`src/inc/load_readout_cfg.svh`:
```
/*
 * Offsets, field positions, reset values and timing constants of the
 * load measurement readout block.
 * Assumes word addressing on the plain register port of the device.
 */
`ifndef LOAD_READOUT_CFG_SVH
`define LOAD_READOUT_CFG_SVH

// ****************************************************************
// register offsets (word addresses)
// ****************************************************************
`define ADDR_THRESHOLD        8'h74
`define ADDR_LOAD_RESULT      8'h75
`define ADDR_HISTORY          8'h76
`define ADDR_IRQ_STATUS       8'h77
`define ADDR_IRQ_ENABLE       8'h78
`define ADDR_IRQ_CLEAR        8'h79

// ****************************************************************
// field positions and reset values
// ****************************************************************
`define THR_FILTER_EN_BIT     8
`define THR_ANGLE_OFS_BIT     9
`define THR_RESET_VALUE       32'h0000_0200
`define RESULT_RESET_VALUE    10'h000
`define HISTORY_RESET_VALUE   32'h0000_0000
`define IRQ_BIT_RESULT        0
`define IRQ_BIT_STALL         1
`define IRQ_WIDTH             2

// ****************************************************************
// timing
// ****************************************************************
`define CLK_PERIOD_NS         50

`endif

```
`src/inc/load_readout_pkg.sv`:
```
/*
 * Types shared by the load measurement readout block.
 * Assumes the constants header is compiled alongside.
 */
package load_readout_pkg;

    // ****************************************************************
    // register bus request
    // ****************************************************************
    typedef struct packed {
        logic [7:0]  addr;
        logic [31:0] wdata;
        logic        wr;
        logic        rd;
    } reg_req_t;

    // ****************************************************************
    // filter history, newest in the lowest byte
    // ****************************************************************
    typedef struct packed {
        logic [7:0] prev3;
        logic [7:0] prev2;
        logic [7:0] prev1;
        logic [7:0] newest;
    } history_t;

    // ****************************************************************
    // capture sequencer states, gray ordered
    // ****************************************************************
    typedef enum logic [1:0] {
        ST_IDLE    = 2'b00,
        ST_CAPTURE = 2'b01,
        ST_COMPARE = 2'b11
    } cap_state_t;

endpackage

```
`src/design/stall_compare.sv`:
```
/*
 * Stall comparison of the 10-bit load result against twice the
 * 8-bit threshold, registered.
 * Assumes one clock and the asynchronous active-low device reset.
 */
`timescale 1ns/1ps
`include "load_readout_cfg.svh"

module stall_compare
#(
    parameter int RES_W = 10,
    parameter int THR_W = 8
)
(
    input  wire logic             core_clk,
    input  wire logic             resetn,
    input  wire logic             compare_en,
    input  wire logic [RES_W-1:0] result_in,
    input  wire logic [THR_W-1:0] threshold_in,
    output logic                  stall_ff
);

    logic [RES_W-1:0] doubled;
    logic             nxt_stall;

    // ****************************************************************
    // comparison
    // ****************************************************************
    // threshold widened first so the shift never drops the top bit
    assign doubled   = {{(RES_W-THR_W-1){1'b0}}, threshold_in, 1'b0};
    assign nxt_stall = (result_in <= doubled);

    // held between comparisons so a stall stays visible for a whole step
    always_ff @(posedge core_clk or negedge resetn)
    begin
        if (!resetn)
            stall_ff <= 1'b0;
        else if (compare_en)
            stall_ff <= nxt_stall;
    end

endmodule

```
`src/design/stall_load_measurement_readout.sv`:
```
/*
 * Load measurement readout of one motor axis: per full step load
 * result, four byte raw measurement history, stall flag output and the
 * threshold register with filter enable, the registers on a plain register port.
 * Assumes full_step is a one-cycle pulse synchronous to core_clk and
 * raw_measurement carries a valid sample in that cycle, with larger
 * values for a lighter load.
 */
// Overview of operation
// - the load result refreshes once on every full step pulse and never otherwise.
// - the refresh ignores the velocity threshold and the stall threshold.
// - a lighter load gives a larger result, passed straight from the raw measurement.
// - result bits 9 and 0 always read zero, the 8-bit value sits in bits 8:1.
// - the result register is read only, resets to zero and holds only the newer method.
// - with the filter on, measurements 3, 2, 1 show in bytes 31:24, 23:16, 15:8.
// - byte 7:0 always shows the current raw measurement, measurement 0 of the filter.
// - all four history bytes are read only and reset to zero.
// - bit 8 of the threshold register turns the filter on when one, off when zero.
// - a stall is flagged when the result does not exceed twice the threshold.
`timescale 1ns/1ps
`include "load_readout_cfg.svh"

module stall_load_measurement_readout
    import load_readout_pkg::*;
#(
    parameter int MEAS_W = 8,
    parameter int RES_W  = 10
)
(
    input  wire logic              core_clk,
    input  wire logic              resetn,
    input  wire logic [7:0]        reg_addr,
    input  wire logic [31:0]       reg_wdata,
    input  wire logic              reg_wr,
    input  wire logic              reg_rd,
    output logic      [31:0]       reg_rdata_ff,
    input  wire logic              full_step,
    input  wire logic [MEAS_W-1:0] raw_measurement,
    input  wire logic              current_scaling_velocity_threshold_hit,
    output logic                   stall_flag_ff,
    output logic                   load_filter_enable_ff,
    output logic                   irq_ff
);

    reg_req_t                 req;
    cap_state_t               state_ff;
    cap_state_t               nxt_state;
    logic [MEAS_W-1:0]        sample_ff;
    logic [RES_W-1:0]         load_result_value_ff;
    history_t                 history_ff;
    logic [MEAS_W-1:0]        stall_threshold_ff;
    logic                     angle_offset_ff;
    logic                     stall_cmp;
    logic [`IRQ_WIDTH-1:0]    irq_status_ff;
    logic [`IRQ_WIDTH-1:0]    irq_enable_ff;
    logic [`IRQ_WIDTH-1:0]    irq_event;
    logic [`IRQ_WIDTH-1:0]    irq_clear;
    logic                     stall_rise;
    logic                     stall_prev_ff;
    logic [31:0]              nxt_rdata;

    assign req = '{addr: reg_addr, wdata: reg_wdata, wr: reg_wr, rd: reg_rd};

    // ****************************************************************
    // capture sequencer
    // ****************************************************************
    // step pulse latches the sample, next cycle updates, then compares;
    // a new step during the sequence restarts it so none is dropped
    always_comb
    begin
        nxt_state = state_ff;
        case (state_ff)
            ST_IDLE:    nxt_state = full_step ? ST_CAPTURE : ST_IDLE;
            ST_CAPTURE: nxt_state = full_step ? ST_CAPTURE : ST_COMPARE;
            ST_COMPARE: nxt_state = full_step ? ST_CAPTURE : ST_IDLE;
            default:    nxt_state = ST_IDLE;
        endcase
    end

    always_ff @(posedge core_clk or negedge resetn)
    begin
        if (!resetn)
            state_ff <= ST_IDLE;
        else
            state_ff <= nxt_state;
    end

    always_ff @(posedge core_clk or negedge resetn)
    begin
        if (!resetn)
            sample_ff <= '0;
        else if (full_step)
            sample_ff <= raw_measurement;
    end

    // ****************************************************************
    // load result
    // ****************************************************************
    // update once per step
    always_ff @(posedge core_clk or negedge resetn)
    begin
        if (!resetn)
            load_result_value_ff <= `RESULT_RESET_VALUE;
        else if (state_ff == ST_CAPTURE)
            load_result_value_ff <= {1'b0, sample_ff, 1'b0};
    end

    // ****************************************************************
    // measurement history
    // ****************************************************************
    // newest byte always live
    // shift history up
    // the upper bytes freeze while the filter is off, holding the last window
    always_ff @(posedge core_clk or negedge resetn)
    begin
        if (!resetn)
            history_ff <= `HISTORY_RESET_VALUE;
        else if (state_ff == ST_CAPTURE)
        begin
            history_ff.newest <= sample_ff;
            if (load_filter_enable_ff)
            begin
                history_ff.prev1 <= history_ff.newest;
                history_ff.prev2 <= history_ff.prev1;
                history_ff.prev3 <= history_ff.prev2;
            end
        end
    end

    // ****************************************************************
    // threshold register
    // ****************************************************************
    // filter enable bit
    always_ff @(posedge core_clk or negedge resetn)
    begin
        if (!resetn)
        begin
            stall_threshold_ff    <= MEAS_W'(`THR_RESET_VALUE);
            load_filter_enable_ff <= 1'(`THR_RESET_VALUE >> `THR_FILTER_EN_BIT);
            angle_offset_ff       <= 1'(`THR_RESET_VALUE >> `THR_ANGLE_OFS_BIT);
        end
        else if (req.wr && req.addr == `ADDR_THRESHOLD)
        begin
            stall_threshold_ff    <= req.wdata[MEAS_W-1:0];
            load_filter_enable_ff <= req.wdata[`THR_FILTER_EN_BIT];
            angle_offset_ff       <= req.wdata[`THR_ANGLE_OFS_BIT];
        end
    end

    // ****************************************************************
    // stall detection
    // ****************************************************************
    // compare after update
    stall_compare #(
        .RES_W        (RES_W),
        .THR_W        (MEAS_W)
    ) i_stall_compare (
        .core_clk     (core_clk),
        .resetn       (resetn),
        .compare_en   (state_ff == ST_COMPARE),
        .result_in    (load_result_value_ff),
        .threshold_in (stall_threshold_ff),
        .stall_ff     (stall_cmp)
    );

    always_ff @(posedge core_clk or negedge resetn)
    begin
        if (!resetn)
        begin
            stall_flag_ff <= 1'b0;
            stall_prev_ff <= 1'b0;
        end
        else
        begin
            stall_flag_ff <= stall_cmp;
            stall_prev_ff <= stall_cmp;
        end
    end

    // ****************************************************************
    // interrupts
    // ****************************************************************
    assign stall_rise = stall_cmp & ~stall_prev_ff;
    assign irq_event  = {stall_rise, (state_ff == ST_CAPTURE)};
    assign irq_clear  = (req.wr && req.addr == `ADDR_IRQ_CLEAR) ? req.wdata[`IRQ_WIDTH-1:0] : '0;

    // set wins over a clear in the same cycle
    always_ff @(posedge core_clk or negedge resetn)
    begin
        if (!resetn)
            irq_status_ff <= '0;
        else
            irq_status_ff <= (irq_status_ff & ~irq_clear) | irq_event;
    end

    always_ff @(posedge core_clk or negedge resetn)
    begin
        if (!resetn)
            irq_enable_ff <= '0;
        else if (req.wr && req.addr == `ADDR_IRQ_ENABLE)
            irq_enable_ff <= req.wdata[`IRQ_WIDTH-1:0];
    end

    // registered from the next status value, so it changes in the same cycle as status
    always_ff @(posedge core_clk or negedge resetn)
    begin
        if (!resetn)
            irq_ff <= 1'b0;
        else
            irq_ff <= |(((irq_status_ff & ~irq_clear) | irq_event) & irq_enable_ff);
    end

    // ****************************************************************
    // read path
    // ****************************************************************
    // result read only
    always_comb
    begin
        nxt_rdata = 32'h0000_0000;
        case (req.addr)
            `ADDR_THRESHOLD:   nxt_rdata = {22'h0, angle_offset_ff, load_filter_enable_ff, stall_threshold_ff};
            `ADDR_LOAD_RESULT: nxt_rdata = {22'h0, load_result_value_ff};
            `ADDR_HISTORY:     nxt_rdata = history_ff;
            `ADDR_IRQ_STATUS:  nxt_rdata = {30'h0, irq_status_ff};
            `ADDR_IRQ_ENABLE:  nxt_rdata = {30'h0, irq_enable_ff};
            default:           nxt_rdata = 32'h0000_0000;
        endcase
    end

    // data valid only in the cycle after the read strobe
    always_ff @(posedge core_clk or negedge resetn)
    begin
        if (!resetn)
            reg_rdata_ff <= 32'h0000_0000;
        else if (req.rd)
            reg_rdata_ff <= nxt_rdata;
        else
            reg_rdata_ff <= 32'h0000_0000;
    end

endmodule

```
`config.mk`:
```
export PLATFORM = sky130hd
export DESIGN_NAME = stall_load_measurement_readout
export DESIGN_NICKNAME = d
export VERILOG_FILES = /design/src/inc/load_readout_pkg.sv /design/src/design/stall_compare.sv /design/src/design/stall_load_measurement_readout.sv
export VERILOG_INCLUDE_DIRS = /design/src /design/src/inc
export SDC_FILE = /design/constraint.sdc
export NUM_CORES = 1
export LEC_CHECK = 0
export BUFFER_PORTS_ARGS = -buffer_cell sky130_fd_sc_hd__buf_2
export CORE_UTILIZATION = 40
export CTS_CLUSTER_DIAMETER = 50
export DETAILED_ROUTE_END_ITERATION = 8
export PLACE_DENSITY = 0.74
export SLEW_MARGIN = 0
export SYNTH_ARGS = -nofsm -noshare
export SYNTH_HDL_FRONTEND = slang
export SYNTH_SLANG_ARGS = --single-unit
```
`constraint.sdc`:
```
create_clock -name core_clk -period 1.9 [get_ports core_clk]
set_input_delay 0.095 -clock core_clk [delete_from_list [all_inputs] [get_ports core_clk]]
set_output_delay 0.095 -clock core_clk [all_outputs]
set_load 0.02 [all_outputs]
```
==> results of run 1 <==
==> logic make-up after synthesis <==
family | synth area share
AOI/OAI and AO/OA | 0.0425
adders and majority gates | 0.0374
buffers and inverters | 0.0265
DFF | 0.619
muxes | 0.181
and+or+nand+nor | 0.0944
==> critical path, cell delays in order (launching register included) <==
cell and delay, ps:
dfrtp_1 410, ha_1 220, nand2_1 60, buf_4 310, mux2_2 380
==> worst paths after layout <==
path	cells past startpoint	start	slack, ps	endpoint
worst max register to register	4	state_ff[0]	400	history_ff[26]
min in group asynchronous	2	resetn	240	reg_rdata_ff[21]
worst min-delay path	2	reg_rd	40	reg_rdata_ff[1]
worst max-delay path	4	state_ff[0]	400	history_ff[26]
worst min register to register	0	i_stall_compare.stall_ff	440	stall_prev_ff
max in group asynchronous	3	resetn	910	sample_ff[3]
==> state kept, by name (all words and copies together), names as in the netlist <==
signal / flops
angle_offset_ff: 1
history_ff: 32
irq_status_ff: 2
state_ff: 2
reg_rdata_ff: 32
stall_prev_ff: 1
sample_ff: 8
load_filter_enable_ff: 1
stall_threshold_ff: 8
i_stall_compare.stall_ff: 1
irq_ff: 1
irq_enable_ff: 2
==> area by class of cell <==
| class | instances | share of cell area |
|---|---|---|
| clock buffer | 10 | 0.0304 |
| inverter | 11 | 0.00911 |
| multi-input combinational | 157 | 0.288 |
| timing repair buffer | 91 | 0.126 |
| sequential | 91 | 0.502 |
| clock inverter | 5 | 0.0141 |
| tap | 108 | 0.0298 |
==> repair_timing <==
item                       CTS  global route
hold endpoints to repair    56             0
gates resized for setup      0             0
setup buffers                0             0
setup endpoints to repair    0             0
hold buffers                19             0
==> power by group through the flow <==
stage	logic (mW)	registers, mW	clock network [mW]
detailed placement	0.867	2.52	0
global placement	0.813	2.49	0
floorplan	0.625	2.42	0
global route	0.997	2.52	1.42
finish	0.891	2.48	1.31
CTS	0.904	2.48	1.34
==> per-stage QoR <==
stage / total power, mW / setup WS, ps / instance area, um^2
5_1_grt: 4.94 / 320 / 4530
2_1_floorplan: 3.05 / 409 / 3680
3_5_place_dp: 3.39 / 283 / 4140
6_report: 4.68 / 401 / 4530
3_3_place_gp: 3.30 / 330 / 4140
4_1_cts: 4.72 / 385 / 4530
==> metal layers <==
metal  wire, um  share of wire  vias to the layer above  GRT usage
met5          0              0                        -          0
met4        131          0.020                        0     0.0711
met3        263          0.040                       12     0.0422
met2       3210           0.49                       49      0.241
met1       2970           0.45                     1113      0.190
li1           -              -                     1115          -
==> cell usage in the layout (no fill, tap or decap), types with 2 or more instances in the layout <==
cell           instances
a21oi_1               12
buf_4                  8
nand2_1                7
nor2b_1                3
dlygate4sd3_1         19
dfrtp_1               90
and3b_1                2
mux2_2                50
and4b_1                2
nor2_1                16
a22o_1                 2
o21ai_0                6
nand4_1                4
nor4b_1                2
o211ai_1               2
ha_1                  11
buf_2                 64
inv_1                 11
clkbuf_8              10
and2_1                22
clkinv_4               3
mux2i_1                8
==> reports/metrics.cfg, run 1 <==
[sta]
drv_slew = 0
rsz0062_at_grt = false
worst_pin_slew_ps = 499
period_minus_slack_ps = 1500
hold_viol_final = 0
relSlewSlack = 0.663
fmax_ghz = 0.667
skew_ps = 6.46
setup_viol_count_final = 0
timing.final.crit_share = 0.789
tns_ps = 0
worst_hold_slack_ps = 43.3

[final_layout]
instances_no_fill = 473
fin_nets = 426
n_fill_cell = 769
syn_to_final_growth_pct = 23.1
antenna_cells = 0
regArea_um2 = 2280
post-route-util = 0.515
drive_above_1_share = 0.381
multiInputGateArea_um2 = 1310

[synth]
ys.flop_type = dfrtp_1
synth-warning-count = 0
synth-seq-cells = 91
syn_nets = 335
synth-seq-area-share = 0.619
netlist_area_um2 = 3680
synth_top_area_frac = 0.611
yosysTopAreaCell = dfrtp_1
netlist_instances = 270
synthTopCellsByCount = dfrtp_1, mux2_2, and2_1
synth_most_common_cell = dfrtp_1
yosysUniqueCellTypes = 31
synth_area_leaders = dfrtp_1, mux2_2, and2_1
synth_edf_count = 0
async_flop_share = 1.00
avgSynthCellArea_um2 = 13.6

[floorplan]
die_area_um2 = 9600
io_pins = 89
rows = 34
die_width_um = 98.0
die_h_um = 98.0
start_util = 0.418
fp.coreArea_um2 = 8810

[route]
drt_iter0_markers = 91
routed_via_density = 4.84
dr_total_vias = 2289
post_drt_wl_per_cell_um = 13.9
ant_nets = 0
routed_wirelength_um = 6570
first_pass_iters = 6
drc = 8

[power]
combPwrFrac = 0.191
peakVddDrop_mv = 0.401
p_int_mw = 3.33
cellLeakagePower_nw = 2.32
swShare = 0.288
seq_power_share = 0.530
power.density_nw_per_um2 = 1030
p_switching_mw = 1.35
clock_power_share = 0.280

[global_routing]
grt_remaining_overflow = 0
grt_antenna_before_repair = 0
grt_util_all_layers = 0.151
grt_pass1_wl_um = 11200
grt_max_degree = 43
grt_pass1_vias = 2298

[critical_path]
worstSetupEndpointType = flip-flop
startpoint_type = flip-flop
critPathMaxFanout = 25
required_ps = 2140
path_class = reg2reg
worstPathArrival_ps = 1740

[clock_tree]
htreeDepth = 3
clk_pin_slew_ps = 90
cts_made_buffers = 9
clk_latency_ps = 360
cts_tree = done
root_buffer = clkbuf_8
clock_sinks = 91
clock_path_buffers = 2

[placement]
dpl.cell_count = 439
gp_congestion = 0.807
io_buffer_count = 65
hpwlAfterDp_um = 4690

[hold_path]
hp-class = in2reg

[outcome]
outcome = finished with violations
violations = design-rule violations

[flow_run]
drv_cap = 0

Note: power is estimated with default switching activity, not from simulation.
==> run 2: changes to the inputs <==
--- a/config.mk
+++ b/config.mk
@@ -6,11 +6,12 @@
 export SDC_FILE = /design/constraint.sdc
 export NUM_CORES = 1
 export LEC_CHECK = 0
+export ABC_AREA = 1
 export BUFFER_PORTS_ARGS = -buffer_cell sky130_fd_sc_hd__buf_2
 export CORE_UTILIZATION = 40
 export CTS_CLUSTER_DIAMETER = 50
 export DETAILED_ROUTE_END_ITERATION = 8
-export PLACE_DENSITY = 0.74
+export PLACE_DENSITY = 0.75
 export SLEW_MARGIN = 0
 export SYNTH_ARGS = -nofsm -noshare
 export SYNTH_HDL_FRONTEND = slang
==> constraint.sdc (replaced) <==
create_clock -name core_clk -period 1.37 [get_ports core_clk]
set_input_delay 0.0685 -clock core_clk [delete_from_list [all_inputs] [get_ports core_clk]]
set_output_delay 0.0685 -clock core_clk [all_outputs]
set_load 0.02 [all_outputs]
==> reports/metrics.cfg, run 2 <==
[global_routing]
grt_antenna_before_repair = 0
grt_pass1_wl_um = 12400
grt_util_all_layers = 0.159
grt_pass1_vias = 2729
grt_max_degree = 49
grt_remaining_overflow = 0

[power]
peakVddDrop_mv = 0.925
cellLeakagePower_nw = 2.51
power.density_nw_per_um2 = 1310
total_power_mw = 6.37

[final_layout]
design_area_um2 = 4860
final_common_cell = nand2_1
post-route-util = 0.518
layout_common_cells = nand2_1, dfrtp_1, inv_1, buf_2, o21ai_0
instances_no_fill = 644
syn_to_final_growth_pct = 23.7
drive_above_1_share = 0.272
n_fill_cell = 882
regArea_um2 = 2280
top_regs = history_ff x32, reg_rdata_ff x32
fin_nets = 575
antenna_cells = 0
multiInputGateArea_um2 = 1310

[synth]
synth_top_area_frac = 0.574
netlist_area_um2 = 3930
ys.flop_type = dfrtp_1
syn_nets = 478
avgSynthCellArea_um2 = 9.50
synthTopCellsByCount = nand2_1, dfrtp_1, inv_1
synth-seq-cells = 91
yosysUniqueCellTypes = 28
async_flop_share = 1.00
synth_area_leaders = dfrtp_1, nand2_1, inv_1
synth_edf_count = 0
yosysTopAreaCell = dfrtp_1
synth-warning-count = 0
synth-seq-area-share = 0.580
synth_most_common_cell = nand2_1
netlist_instances = 413

[outcome]
outcome = complete, no violations

[route]
drt_iter0_markers = 140
first_pass_iters = 4
post_drt_wl_per_cell_um = 11.6
drc = 0
routed_via_density = 4.53
ant_nets = 0
routed_wirelength_um = 7470
dr_total_vias = 2917

[placement]
dpl_worst_slack_ps = 92.2
hpwlAfterDp_um = 5400
gp_congestion = 0.908
place_area_um2 = 4460
io_buffer_count = 65
dpl.cell_count = 607

[floorplan]
rows = 35
io_pins = 89
start_util = 0.419
die_width_um = 101
fp.coreArea_um2 = 9370
die_h_um = 101
die_area_um2 = 10200

[critical_path]
startpoint_type = flip-flop
worstSetupEndpointType = flip-flop
timing.rr.end = i_stall_compare.stall_ff
required_ps = 1650
reg2regPathDepth = 7
rrSetupSlack_ps = 120
rr_startpoint = stall_threshold_ff[1]
critPathMaxFanout = 3
path_class = reg2reg
worstPathArrival_ps = 1530

[hold_path]
hp-start = reg_wdata[0]
hold_end = irq_enable_ff[0]
hold-path-cell-count = 3
hp-class = in2reg

[flow_run]
drv_cap = 0

[clock_tree]
clock_sinks = 91
clock_path_buffers = 2
htreeDepth = 3
cts_made_buffers = 9
cts_tree = done
root_buffer = clkbuf_8
clk_pin_slew_ps = 90
clk_latency_ps = 350

[sta]
skew_ps = 7.18
worst_hold_slack_ps = 16.6
period_minus_slack_ps = 1250
relSlewSlack = 0.693
worst_pin_slew_ps = 460
timing.final.crit_share = 0.913
tns_ps = 0
hold_viol_final = 0
fmax_ghz = 0.800
setup_viol_count_final = 0
setup_ws_ps = 120
drv_slew = 0

==> run 2: cell types whose count changed after synthesis, sizes merged, moves of 3 or more <==
cell and change:
nand2 +88, inv +55, mux2 -42, o21ai +34, nand3 +28, nor2 +28
and2 -22, mux2i -8, buf +5, a21oi -4, nor2b -3
==> run 2: layer usage <==
metal / part of all wire / wire length [um] / vias to the layer above / GRT usage
met5: 0 / 0 / - / 0
met4: 0.017 / 129 / 0 / 0.0635
met3: 0.039 / 288 / 8 / 0.0284
met2: 0.50 / 3760 / 67 / 0.269
met1: 0.44 / 3290 / 1370 / 0.201
li1: - / - / 1472 / -
==> run 2: worst max-delay path by stage <==
stage | start | end | depth (start not counted)
global placement | stall_threshold_ff[7] | i_stall_compare.stall_ff | 6
CTS | stall_threshold_ff[7] | i_stall_compare.stall_ff | 6
detailed placement | stall_threshold_ff[7] | i_stall_compare.stall_ff | 6
finish | stall_threshold_ff[1] | i_stall_compare.stall_ff | 7
global route | stall_threshold_ff[1] | i_stall_compare.stall_ff | 7
floorplan | state_ff[0] | history_ff[29] | 6
==> run 2: power breakdown <==
| group | total [mW] | internal [mW] | switching (mW) |
|---|---|---|---|
| combinational | 1.41 | 0.586 | 0.821 |
| sequential | 3.24 | 3.03 | 0.218 |
| clock | 1.72 | 0.706 | 1.01 |
| total | 6.37 | 4.32 | 2.05 |
==> run 2: layout make-up <==
| cell class | instances | share of cell area |
|---|---|---|
| Sequential cell | 91 | 0.469 |
| Multi-Input combinational cell | 242 | 0.271 |
| Timing Repair Buffer | 100 | 0.136 |
| Inverter | 66 | 0.0510 |
| Tap cell | 129 | 0.0332 |
| Clock buffer | 9 | 0.0255 |
| Clock inverter | 7 | 0.0144 |
==> run 2: cells by family after synthesis <==
group	count (synthesis)	share of synthesized area
simple gates	173	0.210
flops	91	0.580
buf+inv	80	0.0854
compound gates	50	0.0660
fa+ha+maj	11	0.0351
mux	8	0.0230
==> run 2: worst max-delay path: stages (launching register included) <==
cell	delay [ps]
dfrtp_1	390
inv_1	60
ha_1	290
a21oi_1	150
o21ai_0	80
nand2_1	60
nand2_1	50
a21oi_1	110
==> run 2: timing repair <==
action                                  4_1_cts  5_1_grt
hold endpoints to repair                     50        0
resized for setup                             0        2
endpoints found under the setup margin        0        1
hold buffers                                 18        0
buffers inserted                              0        3
